### src/mfi_defs.vh
// Constants for the multi-function input decoder and the rule summary.
// How it works
// - six selectors, codes 0..77, locked while running
// - defaults 24,14,3,4,6,8; three-wire 0,3,4,6
// - code 1 on takes panel reference and run
// - local/remote input acts only while stopped
// - panel local/remote key ignored when code 1 used
// - held run ignored after local-to-remote unless selector 1
// - code 2 picks option card reference, stopped only
// - reference source 3 always uses option card
// - code 8 blocks when on, 9 when off
// - block keeps frequency, speed search on release
// - run off clears retained frequency
// - voltage ramps back over recovery time
// - code A freezes ramp while on
// - stop still stops during ramp hold
// - store selector 1 keeps and restarts held frequency
// - store selector 0 holds zero on run
// - conflicting hold-type groups raise conflict error
// - code B shows overheat warning, no fault
// - decode three-wire, steps, accel, fast stop, jog
// - both sources 0 make local and remote alike
`ifndef MFI_DEFS_VH
`define MFI_DEFS_VH
`define A_SEL1 8'h00
`define A_CTRL 8'h18
`define A_STAT 8'h1c
`define A_INIT 8'h20
`define CODE_MAX 8'h77
`define DEF_SEL1 8'h24
`define DEF_SEL2 8'h14
`define DEF_SEL3 8'h03
`define DEF_SEL4 8'h04
`define DEF_SEL5 8'h06
`define DEF_SEL6 8'h08
`define DEF3W_SEL3 8'h00
`define DEF3W_SEL4 8'h03
`define DEF3W_SEL5 8'h04
`define DEF3W_SEL6 8'h06
`define CTRL_RST 32'h0000_0000
`define F_FSRC 1:0
`define F_RSRC 3:2
`define F_LRRUN 4
`define F_HSTORE 5
`define F_VRT 31:16
`define C_3WIRE 8'h00
`define C_LOCREM 8'h01
`define C_OPTSEL 8'h02
`define C_STEP1 8'h03
`define C_ACC1 8'h07
`define C_BLK_NO 8'h08
`define C_BLK_NC 8'h09
`define C_RHOLD 8'h0a
`define C_OVHT 8'h0b
`define C_UP 8'h10
`define C_DOWN 8'h11
`define C_JOGF 8'h12
`define C_JOGR 8'h13
`define C_FSTOP 8'h15
`define C_FSTOP_NC 8'h17
`define C_ACC2 8'h1a
`define C_TRIMI 8'h1c
`define C_TRIMD 8'h1d
`define C_SHOLD 8'h1e
`define CLK_NS 5
`define DEB_US 10
`define DEB_CYC (`DEB_US * 1000 / `CLK_NS)
`define US_CYC 24'h0000c8
`endif

### src/mfi_decoder.v
// Multi-function input decoder with APB register access.
`include "mfi_defs.vh"
module mfi_decoder (
	// Clock and control
	input wire i_ref_clk,
	input wire i_srst,
	input wire i_ce,
	// APB slave
	input wire i_psel,
	input wire i_penable,
	input wire i_pwrite,
	input wire [7:0] i_paddr,
	input wire [31:0] i_pwdata,
	output reg [31:0] o_prdata,
	output reg o_pready,
	output reg o_pslverr,
	// Contacts and panel
	input wire [5:0] i_contacts,
	input wire i_panel_lr_key,
	input wire i_panel_run,
	input wire i_remote_run,
	input wire i_stop_cmd,
	// Drive state
	input wire i_running,
	input wire [15:0] i_out_freq,
	input wire [15:0] i_nv_freq,
	// Source selection
	output reg o_local_mode,
	output reg o_ref_from_panel,
	output reg o_run_from_panel,
	output reg o_use_option_ref,
	output reg o_run,
	// Output blocking
	output reg o_output_block,
	output reg o_speed_search,
	output reg [15:0] o_retained_freq,
	output reg [7:0] o_volt_scale,
	// Ramp hold
	output reg o_ramp_hold,
	output reg o_hold_load,
	output reg [15:0] o_hold_freq,
	output reg o_nv_write,
	output reg [15:0] o_nv_data,
	// Messages
	output reg o_setting_conflict_error,
	output reg o_overheat_warning_message,
	// Other decoded functions
	output reg o_three_wire,
	output reg [3:0] o_step_ref,
	output reg [1:0] o_accel_sel,
	output reg o_fast_stop,
	output reg o_jog_fwd,
	output reg o_jog_rev
);
	reg [7:0] sel_reg [0:5];
	reg [31:0] ctrl_reg;
	reg lr_in_reg;
	reg opt_reg;
	reg run_block_reg;
	reg blk_d_reg;
	reg hold_d_reg;
	reg run_d_reg;
	wire [5:0] lvl;
	wire [47:0] sels;
	wire [7:0] vscale;
	wire vbusy;
	genvar gi;

	// True when any selector carries the code.
	function asg;
		input [47:0] s;
		input [7:0] c;
		integer k;
		begin
			asg = 1'b0;
			for (k = 0; k < 6; k = k + 1) begin
				if (s[8*k +: 8] == c) begin
					asg = 1'b1;
				end
			end
		end
	endfunction

	// True when an input carrying the code is on.
	function on;
		input [47:0] s;
		input [5:0] l;
		input [7:0] c;
		integer k;
		begin
			on = 1'b0;
			for (k = 0; k < 6; k = k + 1) begin
				if (s[8*k +: 8] == c && l[k]) begin
					on = 1'b1;
				end
			end
		end
	endfunction

	// True when an input carrying the code is off.
	function off;
		input [47:0] s;
		input [5:0] l;
		input [7:0] c;
		integer k;
		begin
			off = 1'b0;
			for (k = 0; k < 6; k = k + 1) begin
				if (s[8*k +: 8] == c && !l[k]) begin
					off = 1'b1;
				end
			end
		end
	endfunction

	generate
		for (gi = 0; gi < 6; gi = gi + 1) begin : g_in
			input_filter u_filt (
				.i_ref_clk(i_ref_clk),
				.i_srst(i_srst),
				.i_ce(i_ce),
				.i_raw(i_contacts[gi]),
				.o_level(lvl[gi])
			);
			assign sels[8*gi +: 8] = sel_reg[gi];
		end
	endgenerate

	// APB decode.
	wire setup = i_psel && !i_penable;
	wire acc = i_psel && i_penable && o_pready;
	wire [7:0] widx = i_paddr - `A_SEL1;
	wire is_sel = (i_paddr[1:0] == 2'b00) && (i_paddr < `A_CTRL);
	wire is_ctrl = (i_paddr == `A_CTRL);
	wire is_stat = (i_paddr == `A_STAT);
	wire is_init = (i_paddr == `A_INIT);
	wire sel_bad = i_running || (i_pwdata[31:8] != 24'h000000) ||
		(i_pwdata[7:0] > `CODE_MAX);
	wire init_bad = i_running;
	wire wr_sel = acc && i_pwrite && is_sel && !sel_bad;
	wire wr_init = acc && i_pwrite && is_init && !init_bad;
	wire wr_ctrl = acc && i_pwrite && is_ctrl;

	// Decoded levels.
	wire code_lr = asg(sels, `C_LOCREM);
	wire lr_on = on(sels, lvl, `C_LOCREM);
	wire code_opt = asg(sels, `C_OPTSEL);
	wire opt_on = on(sels, lvl, `C_OPTSEL);
	wire blk = on(sels, lvl, `C_BLK_NO) || off(sels, lvl, `C_BLK_NC);
	wire hold = on(sels, lvl, `C_RHOLD);
	wire [1:0] fsrc = ctrl_reg[`F_FSRC];
	wire [1:0] rsrc = ctrl_reg[`F_RSRC];
	wire same_src = (fsrc == 2'b00) && (rsrc == 2'b00);
	wire run_src = o_local_mode ? i_panel_run : i_remote_run;
	wire [2:0] grp_cnt = {2'b00, asg(sels, `C_RHOLD)} +
		{2'b00, asg(sels, `C_UP) || asg(sels, `C_DOWN)} +
		{2'b00, asg(sels, `C_TRIMI) || asg(sels, `C_TRIMD)} +
		{2'b00, asg(sels, `C_SHOLD)};

	// Register write and read response.
	always @(posedge i_ref_clk) begin
		if (i_srst) begin
			sel_reg[0] <= `DEF_SEL1;
			sel_reg[1] <= `DEF_SEL2;
			sel_reg[2] <= `DEF_SEL3;
			sel_reg[3] <= `DEF_SEL4;
			sel_reg[4] <= `DEF_SEL5;
			sel_reg[5] <= `DEF_SEL6;
			ctrl_reg <= `CTRL_RST;
			o_prdata <= 32'h0000_0000;
			o_pready <= 1'b0;
			o_pslverr <= 1'b0;
		end else if (i_ce) begin
			o_pready <= setup;
			if (setup) begin
				o_pslverr <= 1'b0;
				o_prdata <= 32'h0000_0000;
				if (is_sel) begin
					o_prdata <= {24'h000000, sels[8*widx[4:2] +: 8]};
					o_pslverr <= i_pwrite && sel_bad;
				end else if (is_ctrl) begin
					o_prdata <= ctrl_reg;
				end else if (is_stat) begin
					o_prdata <= {16'h0000, 2'b00, lvl, o_local_mode,
						o_use_option_ref, o_output_block, o_ramp_hold,
						o_setting_conflict_error,
						o_overheat_warning_message, vbusy, o_run};
				end else if (is_init) begin
					o_pslverr <= i_pwrite && init_bad;
				end else begin
					o_pslverr <= 1'b1;
				end
			end
			if (wr_sel) begin
				sel_reg[widx[4:2]] <= i_pwdata[7:0];
			end
			if (wr_ctrl) begin
				ctrl_reg <= i_pwdata;
			end
			if (wr_init) begin
				sel_reg[0] <= `DEF_SEL1;
				sel_reg[1] <= `DEF_SEL2;
				sel_reg[2] <= i_pwdata[0] ? `DEF3W_SEL3 : `DEF_SEL3;
				sel_reg[3] <= i_pwdata[0] ? `DEF3W_SEL4 : `DEF_SEL4;
				sel_reg[4] <= i_pwdata[0] ? `DEF3W_SEL5 : `DEF_SEL5;
				sel_reg[5] <= i_pwdata[0] ? `DEF3W_SEL6 : `DEF_SEL6;
			end
		end
	end

	// Source selection.
	always @(posedge i_ref_clk) begin
		if (i_srst) begin
			o_local_mode <= 1'b0;
			lr_in_reg <= 1'b0;
			opt_reg <= 1'b0;
			run_block_reg <= 1'b0;
			o_ref_from_panel <= 1'b0;
			o_run_from_panel <= 1'b0;
			o_use_option_ref <= 1'b0;
			o_run <= 1'b0;
		end else if (i_ce) begin
			if (!i_running) begin
				if (code_lr) begin
					o_local_mode <= lr_on;
				end else if (i_panel_lr_key) begin
					o_local_mode <= !o_local_mode;
				end
				opt_reg <= code_opt && opt_on;
			end
			// A run held across local to remote waits for a fresh edge.
			if (o_local_mode && !(code_lr ? lr_on : !i_panel_lr_key ||
				i_running) && i_remote_run &&
				!ctrl_reg[`F_LRRUN] && !same_src) begin
				run_block_reg <= 1'b1;
			end else if (!i_remote_run || o_local_mode) begin
				run_block_reg <= 1'b0;
			end
			o_ref_from_panel <= o_local_mode || fsrc == 2'b00;
			o_run_from_panel <= o_local_mode || rsrc == 2'b00;
			o_use_option_ref <= (fsrc == 2'b11) ||
				(!o_local_mode && opt_reg);
			o_run <= run_src && !(run_block_reg && !o_local_mode);
		end
	end

	// Output blocking with retained frequency.
	always @(posedge i_ref_clk) begin
		if (i_srst) begin
			blk_d_reg <= 1'b0;
			o_output_block <= 1'b0;
			o_speed_search <= 1'b0;
			o_retained_freq <= 16'h0000;
			o_volt_scale <= 8'hff;
		end else if (i_ce) begin
			blk_d_reg <= blk;
			o_output_block <= blk;
			o_speed_search <= blk_d_reg && !blk && o_run;
			if (!o_run) begin
				o_retained_freq <= 16'h0000;
			end else if (blk && !blk_d_reg) begin
				o_retained_freq <= i_out_freq;
			end
			o_volt_scale <= blk ? 8'h00 : vscale;
		end
	end

	volt_recovery u_vrec (
		.i_ref_clk(i_ref_clk),
		.i_srst(i_srst),
		.i_ce(i_ce),
		.i_blocked(blk),
		.i_time_us(ctrl_reg[`F_VRT]),
		.o_scale(vscale),
		.o_busy(vbusy)
	);

	// Ramp hold and frequency storage.
	always @(posedge i_ref_clk) begin
		if (i_srst) begin
			hold_d_reg <= 1'b0;
			run_d_reg <= 1'b0;
			o_ramp_hold <= 1'b0;
			o_hold_load <= 1'b0;
			o_hold_freq <= 16'h0000;
			o_nv_write <= 1'b0;
			o_nv_data <= 16'h0000;
		end else if (i_ce) begin
			hold_d_reg <= hold;
			run_d_reg <= o_run;
			o_ramp_hold <= hold && !i_stop_cmd;
			o_hold_load <= o_run && !run_d_reg && hold;
			if (o_run && !run_d_reg && hold) begin
				o_hold_freq <= ctrl_reg[`F_HSTORE] ? i_nv_freq :
					16'h0000;
			end else if (hold && !hold_d_reg) begin
				o_hold_freq <= i_out_freq;
			end
			o_nv_write <= hold && !hold_d_reg && o_run &&
				ctrl_reg[`F_HSTORE];
			if (hold && !hold_d_reg) begin
				o_nv_data <= i_out_freq;
			end
		end
	end

	// Messages and remaining decoded functions.
	always @(posedge i_ref_clk) begin
		if (i_srst) begin
			o_setting_conflict_error <= 1'b0;
			o_overheat_warning_message <= 1'b0;
			o_three_wire <= 1'b0;
			o_step_ref <= 4'h0;
			o_accel_sel <= 2'b00;
			o_fast_stop <= 1'b0;
			o_jog_fwd <= 1'b0;
			o_jog_rev <= 1'b0;
		end else if (i_ce) begin
			o_setting_conflict_error <= grp_cnt > 3'd1;
			o_overheat_warning_message <= on(sels, lvl, `C_OVHT);
			o_three_wire <= asg(sels, `C_3WIRE);
			o_step_ref <= {on(sels, lvl, `C_STEP1 + 8'h03),
				on(sels, lvl, `C_STEP1 + 8'h02),
				on(sels, lvl, `C_STEP1 + 8'h01),
				on(sels, lvl, `C_STEP1)};
			o_accel_sel <= {on(sels, lvl, `C_ACC2),
				on(sels, lvl, `C_ACC1)};
			o_fast_stop <= on(sels, lvl, `C_FSTOP) ||
				off(sels, lvl, `C_FSTOP_NC);
			o_jog_fwd <= on(sels, lvl, `C_JOGF);
			o_jog_rev <= on(sels, lvl, `C_JOGR);
		end
	end
endmodule

### src/input_filter.v
// Synchroniser and stability filter for one external contact input.
`include "mfi_defs.vh"
module input_filter (
	// Clock and control
	input wire i_ref_clk,
	input wire i_srst,
	input wire i_ce,
	// Contact
	input wire i_raw,
	output reg o_level
);
	reg meta_reg;
	reg sync_reg;
	reg [15:0] cnt_reg;

	// The level is accepted only after it has been steady for the filter time.
	always @(posedge i_ref_clk) begin
		if (i_srst) begin
			meta_reg <= 1'b0;
			sync_reg <= 1'b0;
			cnt_reg <= 16'h0000;
			o_level <= 1'b0;
		end else if (i_ce) begin
			meta_reg <= i_raw;
			sync_reg <= meta_reg;
			if (sync_reg == o_level) begin
				cnt_reg <= 16'h0000;
			end else if (cnt_reg == `DEB_CYC - 1) begin
				cnt_reg <= 16'h0000;
				o_level <= sync_reg;
			end else begin
				cnt_reg <= cnt_reg + 16'h0001;
			end
		end
	end
endmodule

### src/volt_recovery.v
// Output voltage recovery ramp from zero to full scale after a block.
`include "mfi_defs.vh"
module volt_recovery (
	// Clock and control
	input wire i_ref_clk,
	input wire i_srst,
	input wire i_ce,
	// Control
	input wire i_blocked,
	input wire [15:0] i_time_us,
	// Ramp
	output reg [7:0] o_scale,
	output reg o_busy
);
	reg [23:0] acc_reg;
	wire [23:0] thr;
	wire [23:0] acc_sum;

	assign thr = {8'h00, i_time_us} * `US_CYC;
	assign acc_sum = acc_reg + 24'h0000ff;

	// Each cycle adds 255 and a step is taken whenever the sum passes the
	// time in cycles, so 255 steps span the programmed time. Below about
	// 1.3 us the ramp is limited to one step per cycle.
	always @(posedge i_ref_clk) begin
		if (i_srst) begin
			acc_reg <= 24'h000000;
			o_scale <= 8'hff;
			o_busy <= 1'b0;
		end else if (i_ce) begin
			if (i_blocked) begin
				o_scale <= 8'h00;
				o_busy <= 1'b1;
				acc_reg <= 24'h000000;
			end else if (o_busy) begin
				if (i_time_us == 16'h0000 || o_scale == 8'hff) begin
					o_scale <= 8'hff;
					o_busy <= 1'b0;
				end else if (acc_sum >= thr) begin
					acc_reg <= acc_sum - thr;
					o_scale <= o_scale + 8'h01;
				end else begin
					acc_reg <= acc_sum;
				end
			end
		end
	end
endmodule

### config.mk
export PLATFORM = sky130hd
export DESIGN_NAME = mfi_decoder
export DESIGN_NICKNAME = d
export VERILOG_FILES = /design/src/mfi_decoder.v /design/src/input_filter.v /design/src/volt_recovery.v
export VERILOG_INCLUDE_DIRS = /design/src
export SDC_FILE = /design/constraint.sdc
export NUM_CORES = 1
export LEC_CHECK = 0
export BUFFER_PORTS_ARGS = -buffer_cell sky130_fd_sc_hd__buf_4
export CAP_MARGIN = 20
export CORE_AREA = 10 10 281 283
export DETAILED_ROUTE_END_ITERATION = 10
export DIE_AREA = 0 0 291 293
export SYNTH_ARGS = -nofsm -noshare
export SYNTH_HDL_FRONTEND = slang
export SYNTH_SLANG_ARGS = --single-unit
### constraint.sdc
create_clock -name i_ref_clk -period 14.7 [get_ports i_ref_clk]
set_input_delay 2.205 -clock i_ref_clk [delete_from_list [all_inputs] [get_ports i_ref_clk]]
set_output_delay 2.205 -clock i_ref_clk [all_outputs]
set_load 0.05 [all_outputs]
==> impl_metrics.tcl <==
set metrics [dict create \
    status "complete, no violations" \
    max_stage_delay_ps 600 \
    antenna_found_initial 2 \
    cts_tree "built" \
    dp.cells 3377 \
    finalSetupViolations 0 \
    syn_avg_cell_area_sq_um 8.48 \
    hold_slack_ps 460 \
    die_w_um 291 \
    clk_pin_slew_worst_paths_ps 60 \
    reg2regPathDepth 20 \
    largest_reg_flops 96 \
    synth_cell_types 84 \
    worstSetupStartpointType "flip-flop" \
    period_minus_slack_ps 5970 \
    placed_area_sq_um 21900 \
    firstDrtPassIters 6 \
    cp_slowest_cell "a31oi_2" \
    critPathLaunch "ctrl_reg[18]$_SDFFE_PP0P_" \
    cpMostUsedCell "ha_1" \
    finalInstanceArea_sq_um 23300 \
    period_share_pct 40.6 \
    muxShareOfSynthArea_pct 5.97 \
    synth_compound_area_share_pct 15.8 \
    synth_seq_cells 343 \
    drv_cap 0 \
    clock_sinks 343 \
    numCtsBuffers 39 \
    report.power.total_w 0.00217 \
    synth.top_cell.area_share_pct 30.2 \
    crit_chain "inv_1 > ha_1 > ha_1 > fa_1 > ha_1 > a21oi_1 > o21bai_1 > o311a_1 > nor3_1 > nor2_1 > xnor2_1 > ha_1 > nand3_1 > nor4_1 > o31ai_1 > o211ai_1 > o211ai_1 > a31oi_2 > and2_1 > a221o_1" \
    placementRows 100 \
    dp_hpwl_um 46100 \
    grt_usage_pct 14.2 \
    n_antenna_cell 0 \
    critPathKind "reg2reg" \
    wl_um 63000 \
    drtAntennaViolNets 0 \
    h-tree-depth 2 \
    syn_to_final_growth_pct 19.2 \
    slew_headroom_pct 25.5 \
    synth-adder-area-share_pct 7.08 \
    core_area_sq_um 73600 \
    synth_area_sq_um 19600 \
    yosys.area_share.simple_pct 25.0 \
    synth_area_leader_cell "dfxtp_1" \
    synth_commonest_cells "nor2_1, dfxtp_1, nand2_1" \
    synth_top_family_by_area "simple AND/OR/NAND/NOR gates" \
    slew_violations 0 \
    wl_per_cell_um 18.3 \
    finalSetupTns_ps 0 \
    p_per_area_nw_per_um2 92.8 \
    synth.most_common_cell "nor2_1" \
    yosys_warnings 0 \
    synth.area.top_cells "dfxtp_1, edfxtp_1, nor2_1, ha_1, nand2_1" \
    critPathArrivalTime_ps 6490 \
    grt_pass1_wl_um 98500 \
    ios 201 \
    r2r_start "ctrl_reg[18]$_SDFFE_PP0P_" \
    max_freq_mhz 167 \
    clock_path_buffers 3 \
    irDropWorstVdd_v 0.0000675 \
    start_util_pct 26.6 \
    cts_resized 0 \
    place_congestion 0.922 \
    grt.overflow.total 0 \
    synth_edf_count 48 \
    clk_latency_ps 560 \
    vias 17600 \
    vias_per_cell 5.10 \
    endpoint_kind "flip-flop" \
    synth_ff_type "dfxtp_1" \
    cp_max_fo 12 \
    worstHoldPathType "reg2reg" \
    die_y_um 293 \
    nets 2641 \
    grt_max_degree 152 \
    drive_gt1_share_pct 13.7 \
    postSynthCellCount 2310 \
    cts-root-buf "clkbuf_16" \
    dieArea_sq_um 85300 \
    drc_errors 0 \
    hold-path-cell-count 2 \
    fin_cells 3449 \
    hold_violations 0 \
    post-cts-setup-buffers 0 \
    synth_xor_area_share_pct 4.07 \
    ys_seq_area_share_pct 37.5 \
    grt_pass1_vias 16600 \
    synth-async-reset-ratio_pct 0 \
    hp-start "run_d_reg$_SDFFE_PP0P_" \
    port_buffers 200 \
    rsz0062_at_grt "false" \
    required_ps 15210 \
    tightest_slew_ps 1110 \
    drtIter0Drc 1573 \
    clock_skew_ps 21.6 \
    leakage_nw 9.27 \
    cts_hold_buf 0 \
]
logic make-up (layout without fill, tap and decap cells):
| family | Yosys count | count (layout) |
|---|---|---|
| AO/OA/AOI/OAI | 465 | 465 |
| XOR/XNOR | 91 | 91 |
| adder cells (fa/ha/maj) | 103 | 103 |
| buffers and inverters | 219 | 384 |
| flip-flops | 343 | 343 |
| multiplexers | 96 | 96 |
| other | 1 | 6 |
| AND/OR/NAND/NOR | 992 | 992 |
placed cells by master (no fill, tap or decap), drive strengths merged, types with 13 or more instances in the layout:
cell type / synthesis / final
mux2i: 74 / 74
xor2: 47 / 47
dfxtp: 295 / 295
inv: 92 / 97
o211ai: 13 / 13
xnor2: 44 / 44
nor2b: 22 / 22
a21oi: 103 / 103
mux4: 16 / 16
nand2: 201 / 201
o22ai: 15 / 15
and3: 69 / 69
a22oi: 35 / 35
nor4: 37 / 37
nor3: 78 / 78
and2: 13 / 13
fa: 13 / 13
a311oi: 21 / 21
nor3b: 21 / 21
nand2b: 20 / 20
a31oi: 28 / 28
a22o: 19 / 19
clkbuf: 88 / 52
o211a: 18 / 18
or3: 18 / 18
o21ai: 109 / 109
nor2: 319 / 319
buf: 38 / 218
edfxtp: 48 / 48
nand3: 96 / 96
ha: 90 / 90
nand4: 49 / 49
a21o: 23 / 23
layout make-up:
type | count | area [sq um]
clock buffer | 51 | 1130
clock inverter | 21 | 259
fill | 7772 | 50200
inverter | 93 | 349
multi-input combinational | 1753 | 11400
sequential | 343 | 7350
tap | 969 | 1210
timing repair buffer | 219 | 1660
worst paths after layout:
check,endpoint,slack (ps)
hold / removal,run_d_reg$_SDFFE_PP0P_,460
setup / recovery,u_vrec.o_scale[1]$_SDFFE_PP1P_,8730
setup reg to reg,u_vrec.o_scale[1]$_SDFFE_PP1P_,8730
hold reg to reg,run_d_reg$_SDFFE_PP0P_,460
critical path: cells and delay by family, from the launching register on:
kind	cells	cell delay (ps)
XOR/XNOR	1	150
AO/OA/AOI/OAI	8	2230
buffers and inverters	1	90
AND/OR/NAND/NOR	5	1270
flip-flops	1	390
adder cells (fa/ha/maj)	5	1780
metal layers:
metal	GRT usage [%]	wire length, um	vias to the layer above
li1	-	-	8620
met1	17.6	26800	8351
met2	24.5	30900	514
met3	2.65	3820	90
met4	4.19	1530	2
met5	0	9	-
where the power goes:
group          internal, W  switching (W)  leakage (nW)  total [W]
Clock             0.000636       0.000419         0.689    0.00105
Sequential        0.000961      0.0000176          2.85   0.000979
Combinational    0.0000449      0.0000869          5.74   0.000132
Total              0.00164       0.000523          9.27    0.00217
per-stage QoR:
stage | worst slack, ps | util, %
CTS | 8770 | 31.7
detailed placement | 8800 | 29.8
finish | 8730 | 31.7
global placement | 8940 | 29.8
floorplan | 9660 | -
global route | 8140 | 31.7
No activity file was read; power rests on OpenSTA's default activity.
